File: config.mk
export PLATFORM = sky130hd
export DESIGN_NAME = rcs_reset_cause
export DESIGN_NICKNAME = d
export VERILOG_FILES = /design/src/include/rcs_pkg.sv /design/src/verilog/rcs_reset_cause.sv /design/src/verilog/rcs_svc_detect.sv
export SDC_FILE = /design/constraint.sdc
export NUM_CORES = 1
export LEC_CHECK = 0
export ABC_AREA = 0
export BUFFER_PORTS_ARGS = -buffer_cell sky130_fd_sc_hd__buf_2
export CAP_MARGIN = 15
export CORE_MARGIN = 4
export CORE_UTILIZATION = 50
export CTS_CLUSTER_SIZE = 28
export DETAILED_ROUTE_END_ITERATION = 12
export PLACE_DENSITY = 0.83
export REMOVE_ABC_BUFFERS = 1
export SYNTH_ARGS = -nofsm -noshare
export SYNTH_HDL_FRONTEND = slang
export SYNTH_HIERARCHICAL = 1
export SYNTH_SLANG_ARGS = --single-unit
File: constraint.sdc
create_clock -name ref_clk_i -period 3.58 [get_ports ref_clk_i]
set_input_delay 0.179 -clock ref_clk_i [delete_from_list [all_inputs] [get_ports ref_clk_i]]
set_output_delay 0.179 -clock ref_clk_i [all_outputs]
set_load 0.05 [all_outputs]
File: src/include/rcs_pkg.sv
// constants for the reset-cause and debug force-reset block
// assumes one 50 MHz bus clock and 8-bit register data
package rcs_pkg;
   // clock and reset stretch timing
   localparam int CLK_PERIOD_NS = 20;
   localparam int RST_HOLD_NS = 640;
   // least time, so round up to whole cycles
   localparam int RST_HOLD_CYC = (RST_HOLD_NS + CLK_PERIOD_NS - 1) / CLK_PERIOD_NS;
   localparam int HOLD_CNT_W = 6;

   // register width and field positions of reset_cause_status
   localparam int REG_W = 8;
   localparam int POR_BIT = 7;
   localparam int PIN_BIT = 6;
   localparam int WDOG_BIT = 5;
   localparam int ILLEGAL_OPCODE_FLAG_BIT = 4;
   localparam int ILLEGAL_ADDRESS_FLAG_BIT = 3;
   localparam int LVD_BIT = 1;

   // host_forced_reset_bit position in debug_force_reset_ctrl
   localparam int FORCE_BIT = 0;

   // values and reset states
   localparam logic [7:0] SVC_FIRST = 8'h55;
   localparam logic [7:0] SVC_SECOND = 8'haa;
   localparam logic [7:0] POR_FLAGS = 8'h82;
   localparam logic [7:0] FLAGS_NONE = 8'h00;
   localparam logic [7:0] DFR_READ = 8'h00;

   // service detector and reset sequencer states
   typedef enum logic {RCS_IDLE, RCS_ARMED} rcs_svc_t;
   typedef enum logic {RCS_RUN, RCS_HOLD} rcs_seq_t;
endpackage

File: src/verilog/rcs_reset_cause.sv
// reset-cause capture, watchdog service decode and debug force reset
// assumes cpu strobes are one cycle and synchronous to ref_clk_i,
// and rst_i is the power-on reset of the whole chip
// How it works
// - cause register is read-only, loaded only when a chip reset begins
// - debug-forced reset without a same-cycle enabled low-voltage trip leaves every cause flag cleared
// - with watchdog on, writing any value but 55h or AAh resets
// - 55h then AAh clears watchdog counter, flags stay unchanged
// - power-on sets power-on flag bit 7 and low-voltage flag bit 1
// - other resets set active pin/watchdog/opcode/address flags, clear the rest
// - external pin low level sets flag bit 6
// - watchdog timeout sets bit 5; ignored while watchdog disabled
// - illegal or unimplemented instruction sets flag bit 4
// - stop illegal when stop disabled, background when background mode disabled
// - access to unimplemented address sets flag bit 3
// - enabled low-voltage trip reset sets bit 1, power-on bit kept
// - user writes to force register ignored, reads return zero
// - debug host writing 1 to force bit resets the chip
// - window mode: any cause-register write in first 75% resets
`timescale 1ns/1ps
module rcs_reset_cause #(
   parameter int HOLD_CYC = rcs_pkg::RST_HOLD_CYC
) (
   // clock and power-on reset
   input wire logic ref_clk_i,
   input wire logic rst_i,
   // register access
   input wire logic cause_sel_i,
   input wire logic force_sel_i,
   input wire logic bus_wr_i,
   input wire logic bus_rd_i,
   input wire logic debug_cmd_i,
   input wire logic [7:0] bus_wdata_i,
   output logic [7:0] bus_rdata_o,
   // reset sources
   input wire logic ext_reset_n_i,
   input wire logic wdog_timeout_i,
   input wire logic unimpl_opcode_i,
   input wire logic stop_exec_i,
   input wire logic background_instruction_exec_i,
   input wire logic illegal_addr_i,
   input wire logic low_voltage_trip_i,
   // system settings
   input wire logic watchdog_enable_setting_i,
   input wire logic watchdog_window_mode_i,
   input wire logic window_open_i,
   input wire logic stop_enable_setting_i,
   input wire logic background_mode_enable_i,
   input wire logic low_voltage_reset_enable_i,
   // outputs
   output logic sys_reset_o,
   output logic wdog_clear_o,
   output logic [7:0] reset_cause_status_o
);
   rcs_pkg::rcs_seq_t state_reg, state_next;
   logic [rcs_pkg::HOLD_CNT_W-1:0] cnt_reg, cnt_next;
   logic [7:0] cause_reg, cause_next;
   logic [7:0] rdata_reg, rdata_next;
   logic wclr_reg, wclr_next;
   logic running, cause_wr, svc_clear, svc_bad;
   logic pin_act, wdog_act, illegal_opcode_flag_act, illegal_address_flag_act, lv_act, force_act, entry;
   logic hold_done;

   assign running = (state_reg == rcs_pkg::RCS_RUN);
   assign cause_wr = running && bus_wr_i && cause_sel_i;

   rcs_svc_detect u_svc (
      .ref_clk_i(ref_clk_i),
      .rst_i(rst_i),
      .wr_i(cause_wr),
      .data_i(bus_wdata_i),
      .flush_i(!running),
      .wdog_en_i(watchdog_enable_setting_i),
      .window_mode_i(watchdog_window_mode_i),
      .window_open_i(window_open_i),
      .clear_o(svc_clear),
      .bad_o(svc_bad)
   );

   // source qualification; a bad service write counts as a watchdog reset
   always_comb begin
      pin_act = !ext_reset_n_i;
      wdog_act = (wdog_timeout_i && watchdog_enable_setting_i) || svc_bad;
      illegal_opcode_flag_act = unimpl_opcode_i || (stop_exec_i && !stop_enable_setting_i)
         || (background_instruction_exec_i && !background_mode_enable_i);
      illegal_address_flag_act = illegal_addr_i;
      lv_act = low_voltage_trip_i && low_voltage_reset_enable_i;
      // only a serial debug command may set the force bit
      force_act = bus_wr_i && force_sel_i && debug_cmd_i
         && bus_wdata_i[rcs_pkg::FORCE_BIT];
      entry = running && (pin_act || wdog_act || illegal_opcode_flag_act || illegal_address_flag_act || lv_act
         || force_act);
   end

   // cause capture at reset entry, low voltage first, then debug force
   always_comb begin
      cause_next = cause_reg;
      if (entry) begin
         if (lv_act) begin
            cause_next = rcs_pkg::FLAGS_NONE;
            cause_next[rcs_pkg::POR_BIT] = cause_reg[rcs_pkg::POR_BIT];
            cause_next[rcs_pkg::LVD_BIT] = 1'b1;
         end else if (force_act) begin
            cause_next = rcs_pkg::FLAGS_NONE;
         end else begin
            cause_next = rcs_pkg::FLAGS_NONE;
            cause_next[rcs_pkg::PIN_BIT] = pin_act;
            cause_next[rcs_pkg::WDOG_BIT] = wdog_act;
            cause_next[rcs_pkg::ILLEGAL_OPCODE_FLAG_BIT] = illegal_opcode_flag_act;
            cause_next[rcs_pkg::ILLEGAL_ADDRESS_FLAG_BIT] = illegal_address_flag_act;
         end
      end
   end

   // reset stretch: held while pin is low or an enabled low-voltage trip persists
   always_comb begin
      hold_done = (cnt_reg >= rcs_pkg::HOLD_CNT_W'(HOLD_CYC - 1));
      state_next = state_reg;
      cnt_next = cnt_reg;
      unique case (state_reg)
         rcs_pkg::RCS_RUN: begin
            cnt_next = '0;
            if (entry) begin
               state_next = rcs_pkg::RCS_HOLD;
            end
         end
         rcs_pkg::RCS_HOLD: begin
            if (!hold_done) begin
               cnt_next = cnt_reg + 1'b1;
            end else if (!pin_act && !lv_act) begin
               state_next = rcs_pkg::RCS_RUN;
            end
         end
      endcase
   end

   // read data and service pulse; force register always reads zero
   always_comb begin
      rdata_next = rdata_reg;
      if (bus_rd_i && cause_sel_i) begin
         rdata_next = cause_reg;
      end else if (bus_rd_i && force_sel_i) begin
         rdata_next = rcs_pkg::DFR_READ;
      end
      wclr_next = svc_clear;
   end

   // power-on loads its own flag pattern
   always_ff @(posedge ref_clk_i or posedge rst_i) begin
      if (rst_i) begin
         state_reg <= rcs_pkg::RCS_HOLD;
         cnt_reg <= '0;
         cause_reg <= rcs_pkg::POR_FLAGS;
         rdata_reg <= '0;
         wclr_reg <= 1'b0;
      end else begin
         state_reg <= state_next;
         cnt_reg <= cnt_next;
         cause_reg <= cause_next;
         rdata_reg <= rdata_next;
         wclr_reg <= wclr_next;
      end
   end

   assign sys_reset_o = !running;
   assign wdog_clear_o = wclr_reg;
   assign bus_rdata_o = rdata_reg;
   assign reset_cause_status_o = cause_reg;

   a_flags_only_entry: assert property (@(posedge ref_clk_i) disable iff (rst_i)
      !entry |=> $stable(cause_reg))
      else $error("cause flags changed outside reset entry");
   a_force_clears_flags: assert property (@(posedge ref_clk_i) disable iff (rst_i)
      entry && force_act && !lv_act |=> (cause_reg == rcs_pkg::FLAGS_NONE) && sys_reset_o)
      else $error("forced reset left flags set");
   a_bad_write_resets: assert property (@(posedge ref_clk_i) disable iff (rst_i)
      cause_wr && watchdog_enable_setting_i && !lv_act && !force_act
      && (bus_wdata_i != rcs_pkg::SVC_FIRST) && (bus_wdata_i != rcs_pkg::SVC_SECOND)
      |=> sys_reset_o && cause_reg[rcs_pkg::WDOG_BIT])
      else $error("bad service value did not reset");
   a_service_keeps_flags: assert property (@(posedge ref_clk_i) disable iff (rst_i)
      svc_clear && !entry |=> wdog_clear_o && $stable(cause_reg) && !sys_reset_o)
      else $error("service sequence mishandled");
   a_pin_sets_flag: assert property (@(posedge ref_clk_i) disable iff (rst_i)
      running && !ext_reset_n_i && !lv_act && !force_act |=> cause_reg[rcs_pkg::PIN_BIT])
      else $error("pin reset flag missing");
   a_wdog_blocked: assert property (@(posedge ref_clk_i) disable iff (rst_i)
      running && !watchdog_enable_setting_i && ext_reset_n_i && !illegal_opcode_flag_act && !illegal_address_flag_act
      && !lv_act && !force_act |=> !sys_reset_o)
      else $error("watchdog reset while disabled");
   a_stop_illegal: assert property (@(posedge ref_clk_i) disable iff (rst_i)
      running && stop_exec_i && !stop_enable_setting_i && !lv_act && !force_act
      |=> sys_reset_o && cause_reg[rcs_pkg::ILLEGAL_OPCODE_FLAG_BIT])
      else $error("disabled stop did not reset");
   a_addr_flag: assert property (@(posedge ref_clk_i) disable iff (rst_i)
      running && illegal_addr_i && !lv_act && !force_act |=> cause_reg[rcs_pkg::ILLEGAL_ADDRESS_FLAG_BIT])
      else $error("illegal address flag missing");
   a_force_reads_zero: assert property (@(posedge ref_clk_i) disable iff (rst_i)
      bus_rd_i && force_sel_i && !cause_sel_i |=> bus_rdata_o == rcs_pkg::DFR_READ)
      else $error("force register read not zero");
   a_user_force_ignored: assert property (@(posedge ref_clk_i) disable iff (rst_i)
      running && bus_wr_i && force_sel_i && !debug_cmd_i && !cause_sel_i && ext_reset_n_i
      && !wdog_timeout_i && !illegal_opcode_flag_act && !illegal_address_flag_act && !lv_act |=> !sys_reset_o)
      else $error("user write forced a reset");
   a_early_window_resets: assert property (@(posedge ref_clk_i) disable iff (rst_i)
      cause_wr && watchdog_enable_setting_i && watchdog_window_mode_i && !window_open_i
      |=> sys_reset_o ##1 sys_reset_o)
      else $error("early window write did not reset");
endmodule // rcs_reset_cause

File: src/verilog/rcs_svc_detect.sv
// watchdog service sequence detector on the reset-cause register address
// assumes wr_i is a one-cycle write strobe, taken only while the chip runs
`timescale 1ns/1ps
module rcs_svc_detect (
   // clock and reset
   input wire logic ref_clk_i,
   input wire logic rst_i,
   // write strobe and data
   input wire logic wr_i,
   input wire logic [7:0] data_i,
   input wire logic flush_i,
   // watchdog settings and window state
   input wire logic wdog_en_i,
   input wire logic window_mode_i,
   input wire logic window_open_i,
   // results, combinational pulses
   output logic clear_o,
   output logic bad_o
);
   rcs_pkg::rcs_svc_t state_reg, state_next;
   logic val_ok;
   logic too_early;
   logic [7:0] prev_wr_reg, prev_wr_next;

   // value and window checks
   always_comb begin
      val_ok = (data_i == rcs_pkg::SVC_FIRST) || (data_i == rcs_pkg::SVC_SECOND);
      too_early = window_mode_i && !window_open_i;
      bad_o = wr_i && wdog_en_i && (!val_ok || too_early);
      clear_o = wr_i && wdog_en_i && !bad_o && (state_reg == rcs_pkg::RCS_ARMED)
         && (data_i == rcs_pkg::SVC_SECOND);
   end

   // any write breaks the pair unless it is the first value
   always_comb begin
      state_next = state_reg;
      if (flush_i) begin
         state_next = rcs_pkg::RCS_IDLE;
      end else if (wr_i) begin
         state_next = (data_i == rcs_pkg::SVC_FIRST) ? rcs_pkg::RCS_ARMED
            : rcs_pkg::RCS_IDLE;
      end
   end

   always_ff @(posedge ref_clk_i or posedge rst_i) begin
      if (rst_i) begin
         state_reg <= rcs_pkg::RCS_IDLE;
      end else begin
         state_reg <= state_next;
      end
   end

   // shadow of the last value written, kept apart from the state so the check is independent
   always_comb begin
      prev_wr_next = prev_wr_reg;
      if (flush_i) begin
         prev_wr_next = '0;
      end else if (wr_i) begin
         prev_wr_next = data_i;
      end
   end

   // idle cycles between the two writes are legal, so track writes, not cycles
   always_ff @(posedge ref_clk_i or posedge rst_i) begin
      if (rst_i) begin
         prev_wr_reg <= '0;
      end else begin
         prev_wr_reg <= prev_wr_next;
      end
   end

   // a clear needs the first value on the previous write to this address
   a_clear_needs_pair: assert property (@(posedge ref_clk_i) disable iff (rst_i)
      clear_o |-> (prev_wr_reg == rcs_pkg::SVC_FIRST) && (data_i == rcs_pkg::SVC_SECOND))
      else $error("service clear without preceding first value");
endmodule // rcs_svc_detect
After elaboration in Yosys (flattened, before gate mapping). Index checks and enable logic that the tools add are counted.

Output and inout port bits: 18. Register bits after elaboration: 25. Input bits: 28. Word-level logic and storage cells: 66.

Reduce and logical (&&, ||, !) cells: 39. Eq/ne operators: 3. Multiplexer cells: 13. Add/sub/neg operators: 1. Magnitude comparators: 1. Bitwise logic cells: 2.

Operator list (count): $logic_and 1x1->1 (19); $mux 8 (2); $mux 7 (2); $pmux 6 s2 (1); $logic_or 1x1->1 (10); $eq 8x7->1 const B (1); $eq 8x8->1 const B (1); $logic_not 1->1 (7); $add 6x1->6 const B (1); $ge 6x5->1 const B (1); $mux 1 (6); $mux 6 (1); $reduce_bool 2->1 (2); $ne 2x2->1 const B (1); $not 1->1 (2); $pmux 1 s2 (1); $reduce_and 2->1 (1).

Logic depth before layout (Yosys ltp).
Depth after elaboration: 14. Gate-level depth with buffers: 7. Depth with buffers taken out: 7.

Hierarchy. Netlist, hierarchy kept.

By module, submodules not included: rcs_reset_cause (area an instance 968.4 um^2, instances 1, seq. area each 504.2 um^2, cells an instance 92); rcs_svc_detect (area an instance 141.4 um^2, instances 1, seq. area each 25.0 um^2, cells an instance 17).

Worst setup path before layout. No wires, ideal clock.

Path kind: register -> register. Start point: reg state_reg, in the netlist sys_reset_o. End point: reg cause_reg[1], in the netlist reset_cause_status_o[1]. Setup time: 0.091 ns. Arrival time: 1.687 ns. Slack: 1.802 ns. Path buffers: 0. Stages on the path, launching flop included: 7. Clock period less this slack: 1.778 ns. Required time: 3.489 ns. Cells stage by stage: dfstp_2 -> and3b_1 -> nand2_1 -> a21oi_1 -> a21oi_1 -> nand4_1 -> o31ai_1.

Longest elaborated chain between the ends: 12.

RTL lines: from (decl) (RTL line rcs_reset_cause.sv:55) `rcs_pkg::rcs_seq_t state_reg, state_next;`; from (signal assigned) (RTL line rcs_reset_cause.sv:151) `state_reg <= rcs_pkg::RCS_HOLD;`; from (signal assigned) (RTL line rcs_reset_cause.sv:157) `state_reg <= state_next;`; $not 1->1; $logic_and 1x1->1 (2 in series) (RTL line rcs_reset_cause.sv:65) `assign cause_wr = running && bus_wr_i && cause_sel_i;`; named net cause_wr (RTL line rcs_reset_cause.sv:60) `logic running, cause_wr, svc_clear, svc_bad;`; $logic_and 1x1->1 (2 in series) (RTL line rcs_svc_detect.sv:29) `bad_o = wr_i && wdog_en_i && (!val_ok || too_early);`; named net svc_bad (RTL line rcs_reset_cause.sv:60); $logic_or 1x1->1 (RTL line rcs_reset_cause.sv:83) `wdog_act = (wdog_timeout_i && watchdog_enable_setting_i) || svc_bad;`; $logic_or 1x1->1 (4 in series) (RTL line rcs_reset_cause.sv:91) `entry = running && (pin_act || wdog_act || illegal_opcode_flag_act || illegal_address_flag_act || lv_act`; $logic_or 1x1->1 (RTL line rcs_reset_cause.sv:92) `|| force_act);`; $logic_and 1x1->1 (RTL line rcs_reset_cause.sv:91); to (signal assigned) (RTL line rcs_reset_cause.sv:153) `cause_reg <= rcs_pkg::POR_FLAGS;`; to (signal assigned) (RTL line rcs_reset_cause.sv:159) `cause_reg <= cause_next;`; to (decl) (RTL line rcs_reset_cause.sv:57) `logic [7:0] cause_reg, cause_next;`.

The timed path passes the listed nets, and every way through them passes these cells. A chain may end at the register's enable or synchronous reset.

Final worst setup path. Same ends and word-level chain as after synthesis.

==> impl_metrics.ini <==
[logic_synthesis]
yosysWarnings = 6
synth_edf_count = 0
synth_cell_type_count = 39
synth-seq-cells = 21
syn_area_um2 = 1110
yosys.area.top_type = dfrtp_1
synthArstFlopShare_pct = 100
synthTopCellsByArea = dfrtp_1 (41%), dfstp_2 (7.1%), a22o_1 (4.7%)
syn_inst = 109
synth_top_area_share_pct = 40.6
avgSynthCellArea_um2 = 10.2
synth_seq_area_share_pct = 47.7
ys.flop_type = dfrtp_1

[timing]
tns_ns = 0
setup_viol = 0
period_minus_slack_ns = 2.05
clock.fmax_mhz = 488
skew_ns = 0.000874
slew_headroom_pct = 51.3
worst-slew-pin-transition_ns = 0.729
timing.final.crit_share_pct = 57.2
hold_viol = 0
finalMaxSlewViolations = 0
rsz0062_at_grt = no

[floorplan]
die_area_um2 = 3040
fp.dieW_um = 55.1
die_h_um = 55.1
ioPinCount = 46
rows = 16
core_area_um2 = 2040
start_util_pct = 54.4

[cells_and_area]
fin_nets = 181
n_antenna_cell = 0
regArea_um2 = 529
layout_commonest_cell = buf_2
fin_cells = 178
fin_area_um2 = 1350
multiInputGateArea_um2 = 515
syn_to_final_growth_pct = 22.0
mostFrequentLayoutCells = buf_2 (41), dfrtp_1 (18), nand2_1 (11)
fillers = 191
drive_gt1_share_pct = 35.1

[routing]
num_vias = 970
met3_length_um = 153
drc_errors = 0
routed_wl_um = 2600
ant_nets = 0
firstDrtPassIters = 4
avgRoutedWirePerCell_um = 14.6
highest_layer = met4
route.met2.wl_um = 1210
viasPerCell = 5.45
wl_met1_um = 1180
drt_iter0_drc = 17

[global_routing]
grt_pass1_wl_um = 4350
grt_pass1_vias = 947
grt_max_degree = 21
antenna_found_initial = 0
overflow = 0
track_usage_pct = 20.1

[pwr]
leakage_uw = 0.000689
p_int_uw = 526
p_per_area_nw_per_um2 = 746
p_comb_share_pct = 47.2
swShare_pct = 47.9
irDropWorstVdd_uv = 366
clkPwrFrac_pct = 10.7
seq_power_share_pct = 42.1
power_switching_uw = 483

[worst_hold_path]
hp-class = in -> reg

[place]
placedInstanceArea_um2 = 1320
dp.final_hpwl_um = 2120
place_congestion = 0.886
placed_cells = 173
numPortBuffers = 41

[worst_setup_path]
worst_setup_path_start_kind = flip-flop
crit_type = reg -> reg
worstPathMaxFanout = 18
critPathCaptureType = flip-flop
arrival_ns = 2.24
cp.required_ns = 3.77

[clocking]
path_clk_slew_ns = 0.11
cts-resized-gates = 0
cts_max_level = 1
cts_tree = yes
cts-hold-fix-buffers = 1
cts_root_buf = clkbuf_4
clockBufferDepth = 2
numCtsBuffers = 3
clock_latency_ns = 0.29
cts_sinks = 21
cts_setup_buffers = 0

[run_status]
status = finished clean

[flow_run]
cap_violations = 0
synthesized netlist by cell type, types with 2 or more instances:
cell type,count
a21oi_1,3
a22o_1,6
nor2b_1,4
buf_4,4
clkbuf_1,2
nand4_1,3
a32oi_1,3
nor3_1,2
a31oi_1,2
nand2b_1,4
dfstp_2,3
and4bb_1,3
dfrtp_1,18
inv_1,9
nand3_1,4
nand2_1,11
o21ai_0,2
o31ai_1,5
power by group through the flow:
| stage | Sequential [uW] | Clock [uW] | Combinational [uW] |
|---|---|---|---|
| 2_1_floorplan | 592 | 0 | 181 |
| 3_3_place_gp | 421 | 0 | 459 |
| 3_5_place_dp | 426 | 0 | 478 |
| 4_1_cts | 423 | 113 | 479 |
| 5_1_grt | 440 | 124 | 516 |
| 6_report | 425 | 108 | 476 |
kinds of logic after synthesis:
logic type / Yosys count / synth area share, %
xor+xnor: 1 / 0.789
compound gates: 28 / 18.9
mux: 2 / 1.92
buf+inv: 16 / 6.88
other cells: 1 / 0.338
flops: 21 / 47.7
fa+ha+maj: 1 / 1.13
simple gates: 39 / 22.3
worst max-delay path, cell delays in order, from the launching register on:
cell and delay, ns:
dfstp_2 0.74, and3b_1 0.25, nand2_1 0.10, a21oi_1 0.06, a21oi_1 0.16, nand4_1 0.26
o31ai_1 0.36
per-layer routing:
layer / up-vias / global-route usage [%]
met5: - / 0
met4: 0 / 7.29
met3: 8 / 3.49
met2: 36 / 31.9
met1: 450 / 27.3
li1: 476 / -
area by class of cell:
| class | count | area share (%) |
|---|---|---|
| Inverter | 9 | 2.50 |
| Tap cell | 27 | 2.50 |
| Sequential cell | 21 | 39.1 |
| Multi-Input combinational cell | 75 | 38.1 |
| Timing Repair Buffer | 42 | 15.9 |
| Clock buffer | 4 | 1.94 |
per-stage QoR:
step | utilization [%] | setup WS, ns | total power, uW | hold slack (ns)
after floorplan | - | 1.73 | 773 | -0.0923
after global placement | 64.5 | 1.75 | 880 | 0.0226
after detailed placement | 64.5 | 1.55 | 905 | 0.0250
after CTS | 66.3 | 1.54 | 1010 | 0.143
after global routing | 66.3 | 1.40 | 1080 | 0.171
final | 66.3 | 1.53 | 1010 | 0.158
worst paths after layout:
path                                       startpoint                                  end  slack, ns  depth (start not counted)
setup / recovery                sys_reset_o$_DFF_PP1_  reset_cause_status_o[1]$_DFFE_PP1P_       1.53                          6
hold / removal                         illegal_addr_i  reset_cause_status_o[3]$_DFFE_PP0P_       0.16                          3
setup reg to reg                sys_reset_o$_DFF_PP1_  reset_cause_status_o[1]$_DFFE_PP1P_       1.53                          6
hold reg to reg            bus_rdata_o[7]$_DFFE_PP0P_           bus_rdata_o[7]$_DFFE_PP0P_       0.51                          1
max in group asynchronous                       rst_i           bus_rdata_o[1]$_DFFE_PP0P_       2.56                          3
min in group asynchronous                       rst_i          u_svc/state_reg$_DFFE_PP0P_       0.27                          3
No activity file was read; power rests on OpenSTA's default activity.
